**src/core/fec_pkg.sv**
```systemverilog
/*
   Shared constants and types of the flash erase controller and its processor-side master.
   Assumes one 250 MHz clock and a synchronous active-high reset in both ends.
*/
package fec_pkg;
   localparam int          ADDR_W            = 12;
   localparam int          DATA_W            = 32;
   localparam logic [11:0] OFS_READY         = 12'h400;
   localparam logic [11:0] OFS_CONFIG        = 12'h504;
   localparam logic [11:0] OFS_PAGE_ERASE    = 12'h508;
   localparam logic [11:0] OFS_CHIP_ERASE    = 12'h50C;
   localparam logic [11:0] OFS_PAGE_LEGACY_B = 12'h510;
   localparam logic [11:0] OFS_UCA_ERASE     = 12'h514;
   localparam logic [11:0] OFS_PARTIAL_START = 12'h518;
   localparam logic [11:0] OFS_PARTIAL_DUR   = 12'h51C;
   localparam logic [31:0] READY_RESET       = 32'h0000_0001;
   localparam logic [1:0]  MODE_READ         = 2'h0;
   localparam logic [1:0]  MODE_WRITE        = 2'h1;
   localparam logic [1:0]  MODE_ERASE        = 2'h2;
   localparam int          READY_BIT         = 0;
   localparam int          CMD_BIT           = 0;
   localparam int          PAGE_SHIFT        = 12;
   localparam int          NUM_PAGES         = 16;
   localparam int          CLK_PERIOD_NS     = 4;
   localparam int          UNIT_TIME_NS      = 1000;
   localparam int          UNIT_CYC          = (UNIT_TIME_NS + CLK_PERIOD_NS - 1) / CLK_PERIOD_NS;
   localparam logic [31:0] FULL_PAGE_UNITS   = 32'h0000_0055;
   localparam logic [31:0] CHIP_ERASE_UNITS  = 32'h0000_00AA;
   localparam logic [31:0] DUR_RESET         = 32'h0000_000A;
   localparam logic [11:0] HOST_OFS_PAGE     = 12'h000;
   localparam logic [11:0] HOST_OFS_DUR      = 12'h004;
   localparam logic [11:0] HOST_OFS_STATUS   = 12'h008;
   localparam logic [11:0] HOST_OFS_FULL     = 12'h00C;
   localparam logic [11:0] HOST_OFS_CHUNKS   = 12'h010;

   typedef enum logic [0:0] {
      DEV_IDLE  = 1'b0,
      DEV_ERASE = 1'b1
   } fec_dev_state_t;

   typedef enum logic [1:0] {
      KIND_PAGE    = 2'b00,
      KIND_CHIP    = 2'b01,
      KIND_UCA     = 2'b10,
      KIND_PARTIAL = 2'b11
   } fec_kind_t;

   typedef enum logic [2:0] {
      HST_IDLE  = 3'b000,
      HST_DUR   = 3'b001,
      HST_EEN   = 3'b010,
      HST_START = 3'b011,
      HST_POLL  = 3'b100,
      HST_CHECK = 3'b101,
      HST_REN   = 3'b110
   } fec_host_state_t;
endpackage

```
**src/core/fec_if.sv**
```systemverilog
/*
   Register bus and fetch-stall level between the processor-side master and the flash controller.
   Assumes both ends share one clock; the testbench joins them.
*/
`timescale 1ns/1ps
interface fec_if;
   import fec_pkg::*;
   logic [ADDR_W-1:0] addr;
   logic [DATA_W-1:0] wdata;
   logic              wr;
   logic              rd;
   logic [DATA_W-1:0] rdata;
   logic              fetchStall;

   modport dev (input addr, input wdata, input wr, input rd, output rdata, output fetchStall);
   modport cpu (output addr, output wdata, output wr, output rd, input rdata, input fetchStall);
endinterface

```
**src/core/fec_flash_controller.sv**
```systemverilog
/*
   Flash erase controller: access mode, ready flag, page, chip, user configuration area and
   partial page erase with per-page accumulated erase time.
   Assumes a single-cycle register master on the same clock and a synchronous reset.
*/
// The plain strobed port was decided locally.
// Notes on behaviour
// - Partial erase only acts on code pages.
// - Partial start write in erase mode starts chunk.
// - Chunk length comes from duration register.
// - Accumulated time reaching full time completes page.
// - Host repeats chunks until full time covered.
// - Completed page reads all ones.
// - Flash fetches stall during any chunk.
// - Partly erased page is marked undefined.
// - Ready flag bit 0, low while busy.
// - Mode field: 0 read, 1 write, 2 erase.
// - Host enables write/erase only when needed.
// - Page address write in erase mode erases page.
// - Host never erases outside the code area.
// - Two legacy aliases act as page erase; only the OFS_PAGE_LEGACY_B alias is decoded here.
// - Chip erase on 1, nothing on 0.
// - Register starts user configuration area erase.
// - Host writes first word address of page.
// - Host sets erase mode around each chunk.
`timescale 1ns/1ps
module fec_flash_controller
   import fec_pkg::*;
#(
   parameter int          PAGES      = NUM_PAGES,
   parameter int          UNIT_CYCLES = UNIT_CYC,
   parameter logic [31:0] FULL_UNITS = FULL_PAGE_UNITS,
   parameter logic [31:0] CHIP_UNITS = CHIP_ERASE_UNITS
)(
   input  wire logic                       core_clk,
   input  wire logic                       rst,
   fec_if.dev                              bus,
   input  wire logic [$clog2(PAGES)-1:0]   queryPage,
   output logic                            queryErased,
   output logic                            queryUndefined,
   output logic                            ucaErased,
   output logic [15:0]                     eraseCycles
);
   localparam int PG_W = $clog2(PAGES);
   localparam int UC_W = $clog2(UNIT_CYCLES + 1);
   localparam logic [UC_W-1:0] UNIT_LAST = UC_W'(UNIT_CYCLES - 1);
   localparam logic [31:0] CODE_BYTES = 32'(PAGES) << PAGE_SHIFT;

   function automatic logic inCode(input logic [31:0] a);
      inCode = a < CODE_BYTES;
   endfunction

   function automatic logic [PG_W-1:0] pageOf(input logic [31:0] a);
      pageOf = a[PAGE_SHIFT +: PG_W];
   endfunction

   fec_dev_state_t    state;
   fec_kind_t         kind;
   logic [1:0]        accessMode;
   logic              ready;
   logic [31:0]       pageReg;
   logic [31:0]       chipReg;
   logic [31:0]       legacyBReg;
   logic [31:0]       ucaReg;
   logic [31:0]       partialReg;
   logic [31:0]       durReg;
   logic [PG_W-1:0]   curPage;
   logic [31:0]       chunkUnits;
   logic [31:0]       unitsLeft;
   logic [UC_W-1:0]   unitCnt;
   logic [PAGES-1:0]  erasedMap;
   logic [PAGES-1:0]  partialMap;
   logic [31:0]       accTime [PAGES];
   logic              eraseMode;
   logic              canStart;
   logic              startPage;
   logic              startChip;
   logic              startUca;
   logic              startPart;
   logic              anyStart;
   logic              done;
   logic [31:0]       sumTime;

   always_comb begin
      eraseMode = accessMode == MODE_ERASE;
      canStart  = bus.wr && eraseMode && state == DEV_IDLE;
      startPage = canStart && (bus.addr == OFS_PAGE_ERASE || bus.addr == OFS_PAGE_LEGACY_B)
                  && inCode(bus.wdata);
      startChip = canStart && bus.addr == OFS_CHIP_ERASE && bus.wdata[CMD_BIT];
      startUca  = canStart && bus.addr == OFS_UCA_ERASE && bus.wdata[CMD_BIT];
      startPart = canStart && bus.addr == OFS_PARTIAL_START && inCode(bus.wdata);
      anyStart  = startPage || startChip || startUca || startPart;
      done      = state == DEV_ERASE && unitsLeft == 32'h0000_0000;
      sumTime   = accTime[curPage] + chunkUnits;
   end

   always_ff @(posedge core_clk) begin
      if (rst) begin
         accessMode <= MODE_READ;
         pageReg    <= 32'h0000_0000;
         chipReg    <= 32'h0000_0000;
         legacyBReg <= 32'h0000_0000;
         ucaReg     <= 32'h0000_0000;
         partialReg <= 32'h0000_0000;
         durReg     <= DUR_RESET;
      end else if (bus.wr) begin
         if (bus.addr == OFS_CONFIG) begin
            accessMode <= bus.wdata[1:0];
         end else if (bus.addr == OFS_PAGE_ERASE) begin
            pageReg <= bus.wdata;
         end else if (bus.addr == OFS_CHIP_ERASE) begin
            chipReg <= bus.wdata;
         end else if (bus.addr == OFS_PAGE_LEGACY_B) begin
            legacyBReg <= bus.wdata;
         end else if (bus.addr == OFS_UCA_ERASE) begin
            ucaReg <= bus.wdata;
         end else if (bus.addr == OFS_PARTIAL_START) begin
            partialReg <= bus.wdata;
         end else if (bus.addr == OFS_PARTIAL_DUR) begin
            durReg <= bus.wdata;
         end
      end
   end

   // Operation sequencer; the unit counter paces the erase in fixed time units.
   always_ff @(posedge core_clk) begin
      if (rst) begin
         state      <= DEV_IDLE;
         kind       <= KIND_PAGE;
         curPage    <= '0;
         chunkUnits <= 32'h0000_0000;
         unitsLeft  <= 32'h0000_0000;
         unitCnt    <= '0;
      end else if (anyStart) begin
         state   <= DEV_ERASE;
         unitCnt <= '0;
         curPage <= pageOf(bus.wdata);
         if (startPart) begin
            kind       <= KIND_PARTIAL;
            unitsLeft  <= durReg;
            chunkUnits <= durReg;
         end else if (startChip) begin
            kind      <= KIND_CHIP;
            unitsLeft <= CHIP_UNITS;
         end else if (startUca) begin
            kind      <= KIND_UCA;
            unitsLeft <= FULL_UNITS;
         end else begin
            kind      <= KIND_PAGE;
            unitsLeft <= FULL_UNITS;
         end
      end else if (done) begin
         state <= DEV_IDLE;
      end else if (state == DEV_ERASE) begin
         if (unitCnt == UNIT_LAST) begin
            unitCnt   <= '0;
            unitsLeft <= unitsLeft - 32'h0000_0001;
         end else begin
            unitCnt <= unitCnt + UC_W'(1);
         end
      end
   end

   // Ready flag and fetch stall share one cause.
   always_ff @(posedge core_clk) begin
      if (rst) begin
         ready          <= READY_RESET[READY_BIT];
         bus.fetchStall <= 1'b0;
      end else if (anyStart) begin
         ready          <= 1'b0;
         bus.fetchStall <= 1'b1;
      end else if (done) begin
         ready          <= 1'b1;
         bus.fetchStall <= 1'b0;
      end
   end

   // Per-page erase state and accumulated erase time.
   always_ff @(posedge core_clk) begin
      if (rst) begin
         erasedMap   <= '0;
         partialMap  <= '0;
         ucaErased   <= 1'b0;
         eraseCycles <= 16'h0000;
         for (int i = 0; i < PAGES; i++) begin
            accTime[i] <= 32'h0000_0000;
         end
      end else if (anyStart) begin
         if (startPart) begin
            erasedMap[pageOf(bus.wdata)]  <= 1'b0;
            partialMap[pageOf(bus.wdata)] <= 1'b1;
         end else if (startPage) begin
            erasedMap[pageOf(bus.wdata)] <= 1'b0;
         end else if (startUca) begin
            ucaErased <= 1'b0;
         end
      end else if (done) begin
         if (kind == KIND_PARTIAL) begin
            if (sumTime >= FULL_UNITS) begin
               erasedMap[curPage]  <= 1'b1;
               partialMap[curPage] <= 1'b0;
               accTime[curPage]    <= sumTime - FULL_UNITS;
               eraseCycles         <= eraseCycles + 16'h0001;
            end else begin
               accTime[curPage] <= sumTime;
            end
         end else if (kind == KIND_PAGE) begin
            erasedMap[curPage]  <= 1'b1;
            partialMap[curPage] <= 1'b0;
            accTime[curPage]    <= 32'h0000_0000;
            eraseCycles         <= eraseCycles + 16'h0001;
         end else if (kind == KIND_CHIP) begin
            erasedMap  <= '1;
            partialMap <= '0;
            ucaErased  <= 1'b1;
            for (int i = 0; i < PAGES; i++) begin
               accTime[i] <= 32'h0000_0000;
            end
         end else begin
            ucaErased <= 1'b1;
         end
      end
   end

   always_ff @(posedge core_clk) begin
      if (rst) begin
         queryErased    <= 1'b0;
         queryUndefined <= 1'b0;
      end else begin
         queryErased    <= erasedMap[queryPage];
         queryUndefined <= partialMap[queryPage];
      end
   end

   // Register read port; unmapped offsets read zero.
   always_ff @(posedge core_clk) begin
      if (rst) begin
         bus.rdata <= 32'h0000_0000;
      end else if (bus.rd) begin
         if (bus.addr == OFS_READY) begin
            bus.rdata <= {31'h0000_0000, ready};
         end else if (bus.addr == OFS_CONFIG) begin
            bus.rdata <= {30'h0000_0000, accessMode};
         end else if (bus.addr == OFS_PAGE_ERASE) begin
            bus.rdata <= pageReg;
         end else if (bus.addr == OFS_CHIP_ERASE) begin
            bus.rdata <= chipReg;
         end else if (bus.addr == OFS_PAGE_LEGACY_B) begin
            bus.rdata <= legacyBReg;
         end else if (bus.addr == OFS_UCA_ERASE) begin
            bus.rdata <= ucaReg;
         end else if (bus.addr == OFS_PARTIAL_START) begin
            bus.rdata <= partialReg;
         end else if (bus.addr == OFS_PARTIAL_DUR) begin
            bus.rdata <= durReg;
         end else begin
            bus.rdata <= 32'h0000_0000;
         end
      end
   end
endmodule

```
**src/flat_wrapper.sv**
```systemverilog
// flat-port wrapper written by rule: the top's interface ports become plain ports
module fec_flash_controller_flat import fec_pkg::*;
#(
   parameter int          PAGES      = NUM_PAGES,
   parameter int          UNIT_CYCLES = UNIT_CYC,
   parameter logic [31:0] FULL_UNITS = FULL_PAGE_UNITS,
   parameter logic [31:0] CHIP_UNITS = CHIP_ERASE_UNITS
)
  (core_clk, rst, queryPage, queryErased, queryUndefined, ucaErased, eraseCycles, bus_addr, bus_wdata, bus_wr, bus_rd, bus_rdata, bus_fetchStall);
  fec_if bus_i ();
  input  wire logic core_clk;
  input  wire logic rst;
  input  wire logic [$clog2(PAGES)-1:0] queryPage;
  output logic queryErased;
  output logic queryUndefined;
  output logic ucaErased;
  output logic [15:0] eraseCycles;
  input wire logic [$bits(bus_i.addr)-1:0] bus_addr;
  input wire logic [$bits(bus_i.wdata)-1:0] bus_wdata;
  input wire logic [$bits(bus_i.wr)-1:0] bus_wr;
  input wire logic [$bits(bus_i.rd)-1:0] bus_rd;
  output wire logic [$bits(bus_i.rdata)-1:0] bus_rdata;
  output wire logic [$bits(bus_i.fetchStall)-1:0] bus_fetchStall;
  assign bus_i.addr = bus_addr;
  assign bus_i.wdata = bus_wdata;
  assign bus_i.wr = bus_wr;
  assign bus_i.rd = bus_rd;
  assign bus_rdata = bus_i.rdata;
  assign bus_fetchStall = bus_i.fetchStall;
  fec_flash_controller #(.PAGES(PAGES), .UNIT_CYCLES(UNIT_CYCLES), .FULL_UNITS(FULL_UNITS), .CHIP_UNITS(CHIP_UNITS)) u_core (.core_clk(core_clk), .rst(rst), .bus(bus_i), .queryPage(queryPage), .queryErased(queryErased), .queryUndefined(queryUndefined), .ucaErased(ucaErased), .eraseCycles(eraseCycles));
endmodule
```
**config.mk**
```make
export PLATFORM = sky130hd
export DESIGN_NAME = fec_flash_controller_flat
export DESIGN_NICKNAME = d
export VERILOG_FILES = /design/src/core/fec_pkg.sv /design/src/core/fec_if.sv /design/src/core/fec_flash_controller.sv /design/src/flat_wrapper.sv
export SDC_FILE = /design/constraint.sdc
export NUM_CORES = 2
export LEC_CHECK = 0
export ABC_AREA = 1
export BUFFER_PORTS_ARGS = -buffer_cell sky130_fd_sc_hd__buf_2
export CORE_MARGIN = 2
export CORE_UTILIZATION = 30
export CTS_CLUSTER_SIZE = 8
export DETAILED_ROUTE_END_ITERATION = 7
export PLACE_DENSITY = 0.55
export SKIP_CTS_REPAIR_TIMING = 1
export SYNTH_ARGS = -nofsm -noshare
export SYNTH_HDL_FRONTEND = slang
export SYNTH_SLANG_ARGS = --single-unit
```
**constraint.sdc**
```tcl
create_clock -name core_clk -period 5.95 [get_ports core_clk]
set_clock_uncertainty 0.2 [all_clocks]
set_input_delay 0.2975 -clock core_clk [delete_from_list [all_inputs] [get_ports core_clk]]
set_output_delay 0.2975 -clock core_clk [all_outputs]
set_load 0.02 [all_outputs]
```
==> metrics.yaml <==
tightest_slew_ns: 1.12
maxCapViolations: 0
cts_htree_levels: 3
synth_top_cells_by_count: "nor2_1, nand2_1, edfxtp_1"
synthDistinctLibCells: 53
clkLatencyLatePin_ns: 0.75
cts_made_buffers: 120
seq_area_frac_synth: 0.534
cts_tree: "built"
synth_edf_count: 512
cp.required_ns: 6.21
grt_util_all_layers: 0.197
p_leak_nw: 18.8
antenna_found_initial: 4
grt_setup_unrepaired: "no"
synth_seq_cells: 873
die-height_um: 380
hold_viol: 1
start_kind: "flop"
synth_cells: 4994
violations: "hold timing"
grt_max_degree: 129
critPathKind: "flop to flop"
post-synth-top-area-cell: "edfxtp_1"
grt_pass1_vias: 34100
synth_area_um2: 42300
instances_no_fill: 6949
io_pins: 104
hold_class: "input pin to flop"
max_freq_ghz: 0.181
synth_top_area_share: 0.363
yosys.cell_count.top_type: "nor2_1"
drv_slew: 0
clockBufferDepth: 3
cts_sinks: 873
synth_warnings: 0
clock-root-buffer: "clkbuf_16"
routed_via_density: 5.24
start_util: 0.303
die_w_um: 380
grt-ovfl-total: 0
fin_tns_setup_ns: 0
dr.first_iter.drc_count: 3471
gp_congestion: 0.918
critPathMaxFanout: 41
fin_hold_ws_ns: -0.00411
final_layout_size_suffix_gt1_frac: 0.0955
worstPathCellList: "inv_6 > buf_4 > buf_4 > o21ai_0 > o22ai_1 > o211ai_1 > nand2_1 > ha_1 > nand2_1 > nor2_1 > nand2_1 > nor3_1 > nand2_1 > nand3_1 > nand2_1 > nor2_1 > nand2_1 > nor2_1 > and2_4 > nand4_1 > buf_6 > nand3_2 > nor2_1"
cp_slowest_cell: "dfxtp_4"
clkTransAtPathRegs_ns: 0.05
port_buffers: 103
critical_path_buf_inv_count: 4
rows: 137
crit_top_cell: "nand2_1"
grt_pass1_wl_um: 219000
outcome: "complete, but fails checks"
dp.cells: 6743
dr.pass1.iters: 6
cpPeakStageDelay_ns: 0.50
coreArea_um2: 140000
cp-end-kind: "flop"
cpLargestDelayFamily: "simple AND/OR/NAND/NOR gates"
power.density_nw_per_um2: 272
arrival_ns: 5.78
syn_area_per_cell_um2: 8.47
synth_area_leaders: "edfxtp_1, dfxtp_1, nor2_1"
dp_slack_ns: 0.247
wl_um: 147000
async_flop_share: 0
wire_per_inst_um: 21.1
synth_ff_type: "edfxtp_1"
peakVddDrop_mv: 0.291
syn_nets: 5088
fillers: 14400
max_slew_margin: 0.255
fin_ws_ns: 0.429
finalCritPeriodShare: 0.928
fin_crit_ns: 5.52
dp_hpwl_um: 90700
dr_total_vias: 36400
setup_violations: 0
area_delta_synth_final_pct: 15.2
die-area_um2: 144000
final_nets: 5131
drc: 0
drtAntennaViolNets: 0
[flip-flops by register name, indices dropped and copies added (netlist names), 32 cells and up, named ones only]
register	count
u_core.accTime	512
u_core.bus.rdata	32
u_core.chipReg	32
u_core.chunkUnits	32
u_core.durReg	32
u_core.legacyBReg	32
u_core.pageReg	32
u_core.partialReg	32
u_core.ucaReg	32
u_core.unitsLeft	32
[cells by family (layout without fill, tap and decap cells)]
logic type | Yosys count | in the layout | synth area share
fa+ha+maj | 42 | 42 | 0.0126
other cells | 0 | 3 | 0
flops | 873 | 873 | 0.534
xor+xnor | 47 | 47 | 0.00973
compound gates | 1185 | 1185 | 0.166
buf+inv | 729 | 805 | 0.0696
simple gates | 2118 | 2118 | 0.208
[metal layers]
metal / vias to the layer above / global-route usage / wire length, um
met1: 17600 / 0.280 / 65600
met3: 199 / 0.0311 / 11000
met5: - / 0 / 22
met4: 4 / 0.0637 / 5040
li1: 17200 / - / -
met2: 1401 / 0.305 / 64800
[placed cells by master, fill, tap and decap left out, types with 31 or more instances in the layout]
| cell | count |
|---|---|
| a21oi_1 | 291 |
| a211oi_1 | 95 |
| o211ai_1 | 103 |
| xor2_1 | 31 |
| nor2_1 | 1083 |
| o21ai_0 | 500 |
| inv_1 | 361 |
| o221ai_1 | 88 |
| buf_4 | 82 |
| nor3_1 | 47 |
| buf_2 | 102 |
| nand3_1 | 196 |
| clkbuf_16 | 120 |
| nand2_1 | 627 |
| ha_1 | 41 |
| dfxtp_1 | 357 |
| nand4_1 | 33 |
| nand2_2 | 39 |
| edfxtp_1 | 512 |
| o22ai_1 | 40 |
| dlygate4sd3_1 | 47 |
[per-stage QoR]
step	instance area (um^2)	power, mW	utilization
6_report	48700	13.3	0.349
2_1_floorplan	42300	6.93	-
4_1_cts	48100	13.3	0.344
3_5_place_dp	44900	7.16	0.321
5_1_grt	48700	13.6	0.349
3_3_place_gp	44900	7.15	0.321
[final cells by class]
| cell class | count | area [um^2] | share of cell area |
|---|---|---|---|
| multi-input combinational | 3392 | 17000 | 0.349 |
| inverter | 397 | 1500 | 0.0308 |
| tap | 1876 | 2350 | 0.0482 |
| timing repair buffer | 253 | 2020 | 0.0414 |
| antenna | 3 | 7.51 | 0.000154 |
| clock inverter | 8 | 124 | 0.00254 |
| clock buffer | 147 | 3120 | 0.0641 |
| sequential | 873 | 22600 | 0.464 |
[power breakdown]
| group | internal [mW] | total, mW | switching, mW |
|---|---|---|---|
| clock network | 3.61 | 6.19 | 2.58 |
| registers | 6.50 | 6.53 | 0.0304 |
| logic | 0.124 | 0.535 | 0.410 |
[worst register-to-register path, cell delays in order (launching register included)]
cell      delay [ns]
dfxtp_4         0.50
inv_6           0.25
buf_4           0.30
buf_4           0.21
o21ai_0         0.15
o22ai_1         0.09
o211ai_1        0.29
nand2_1         0.21
ha_1            0.44
nand2_1         0.12
nor2_1          0.21
nand2_1         0.13
nor3_1          0.15
nand2_1         0.14
nand3_1         0.11
nand2_1         0.13
nor2_1          0.18
nand2_1         0.10
nor2_1          0.24
and2_4          0.23
nand4_1         0.09
buf_6           0.29
nand3_2         0.38
nor2_1          0.10
[final timing paths]
kind	slack [ns]	end	cells after the start	startpoint
max	0.43	u_core.accTime[0][10]	23	flop
min reg2reg	0.26	u_core.chipReg[30]	2	u_core.chipReg[30]
max reg2reg	0.43	u_core.accTime[0][10]	23	flop
min	-0.004	u_core.accessMode[0]	5	bus_addr[4]
No activity file was read; power rests on OpenSTA's default activity.
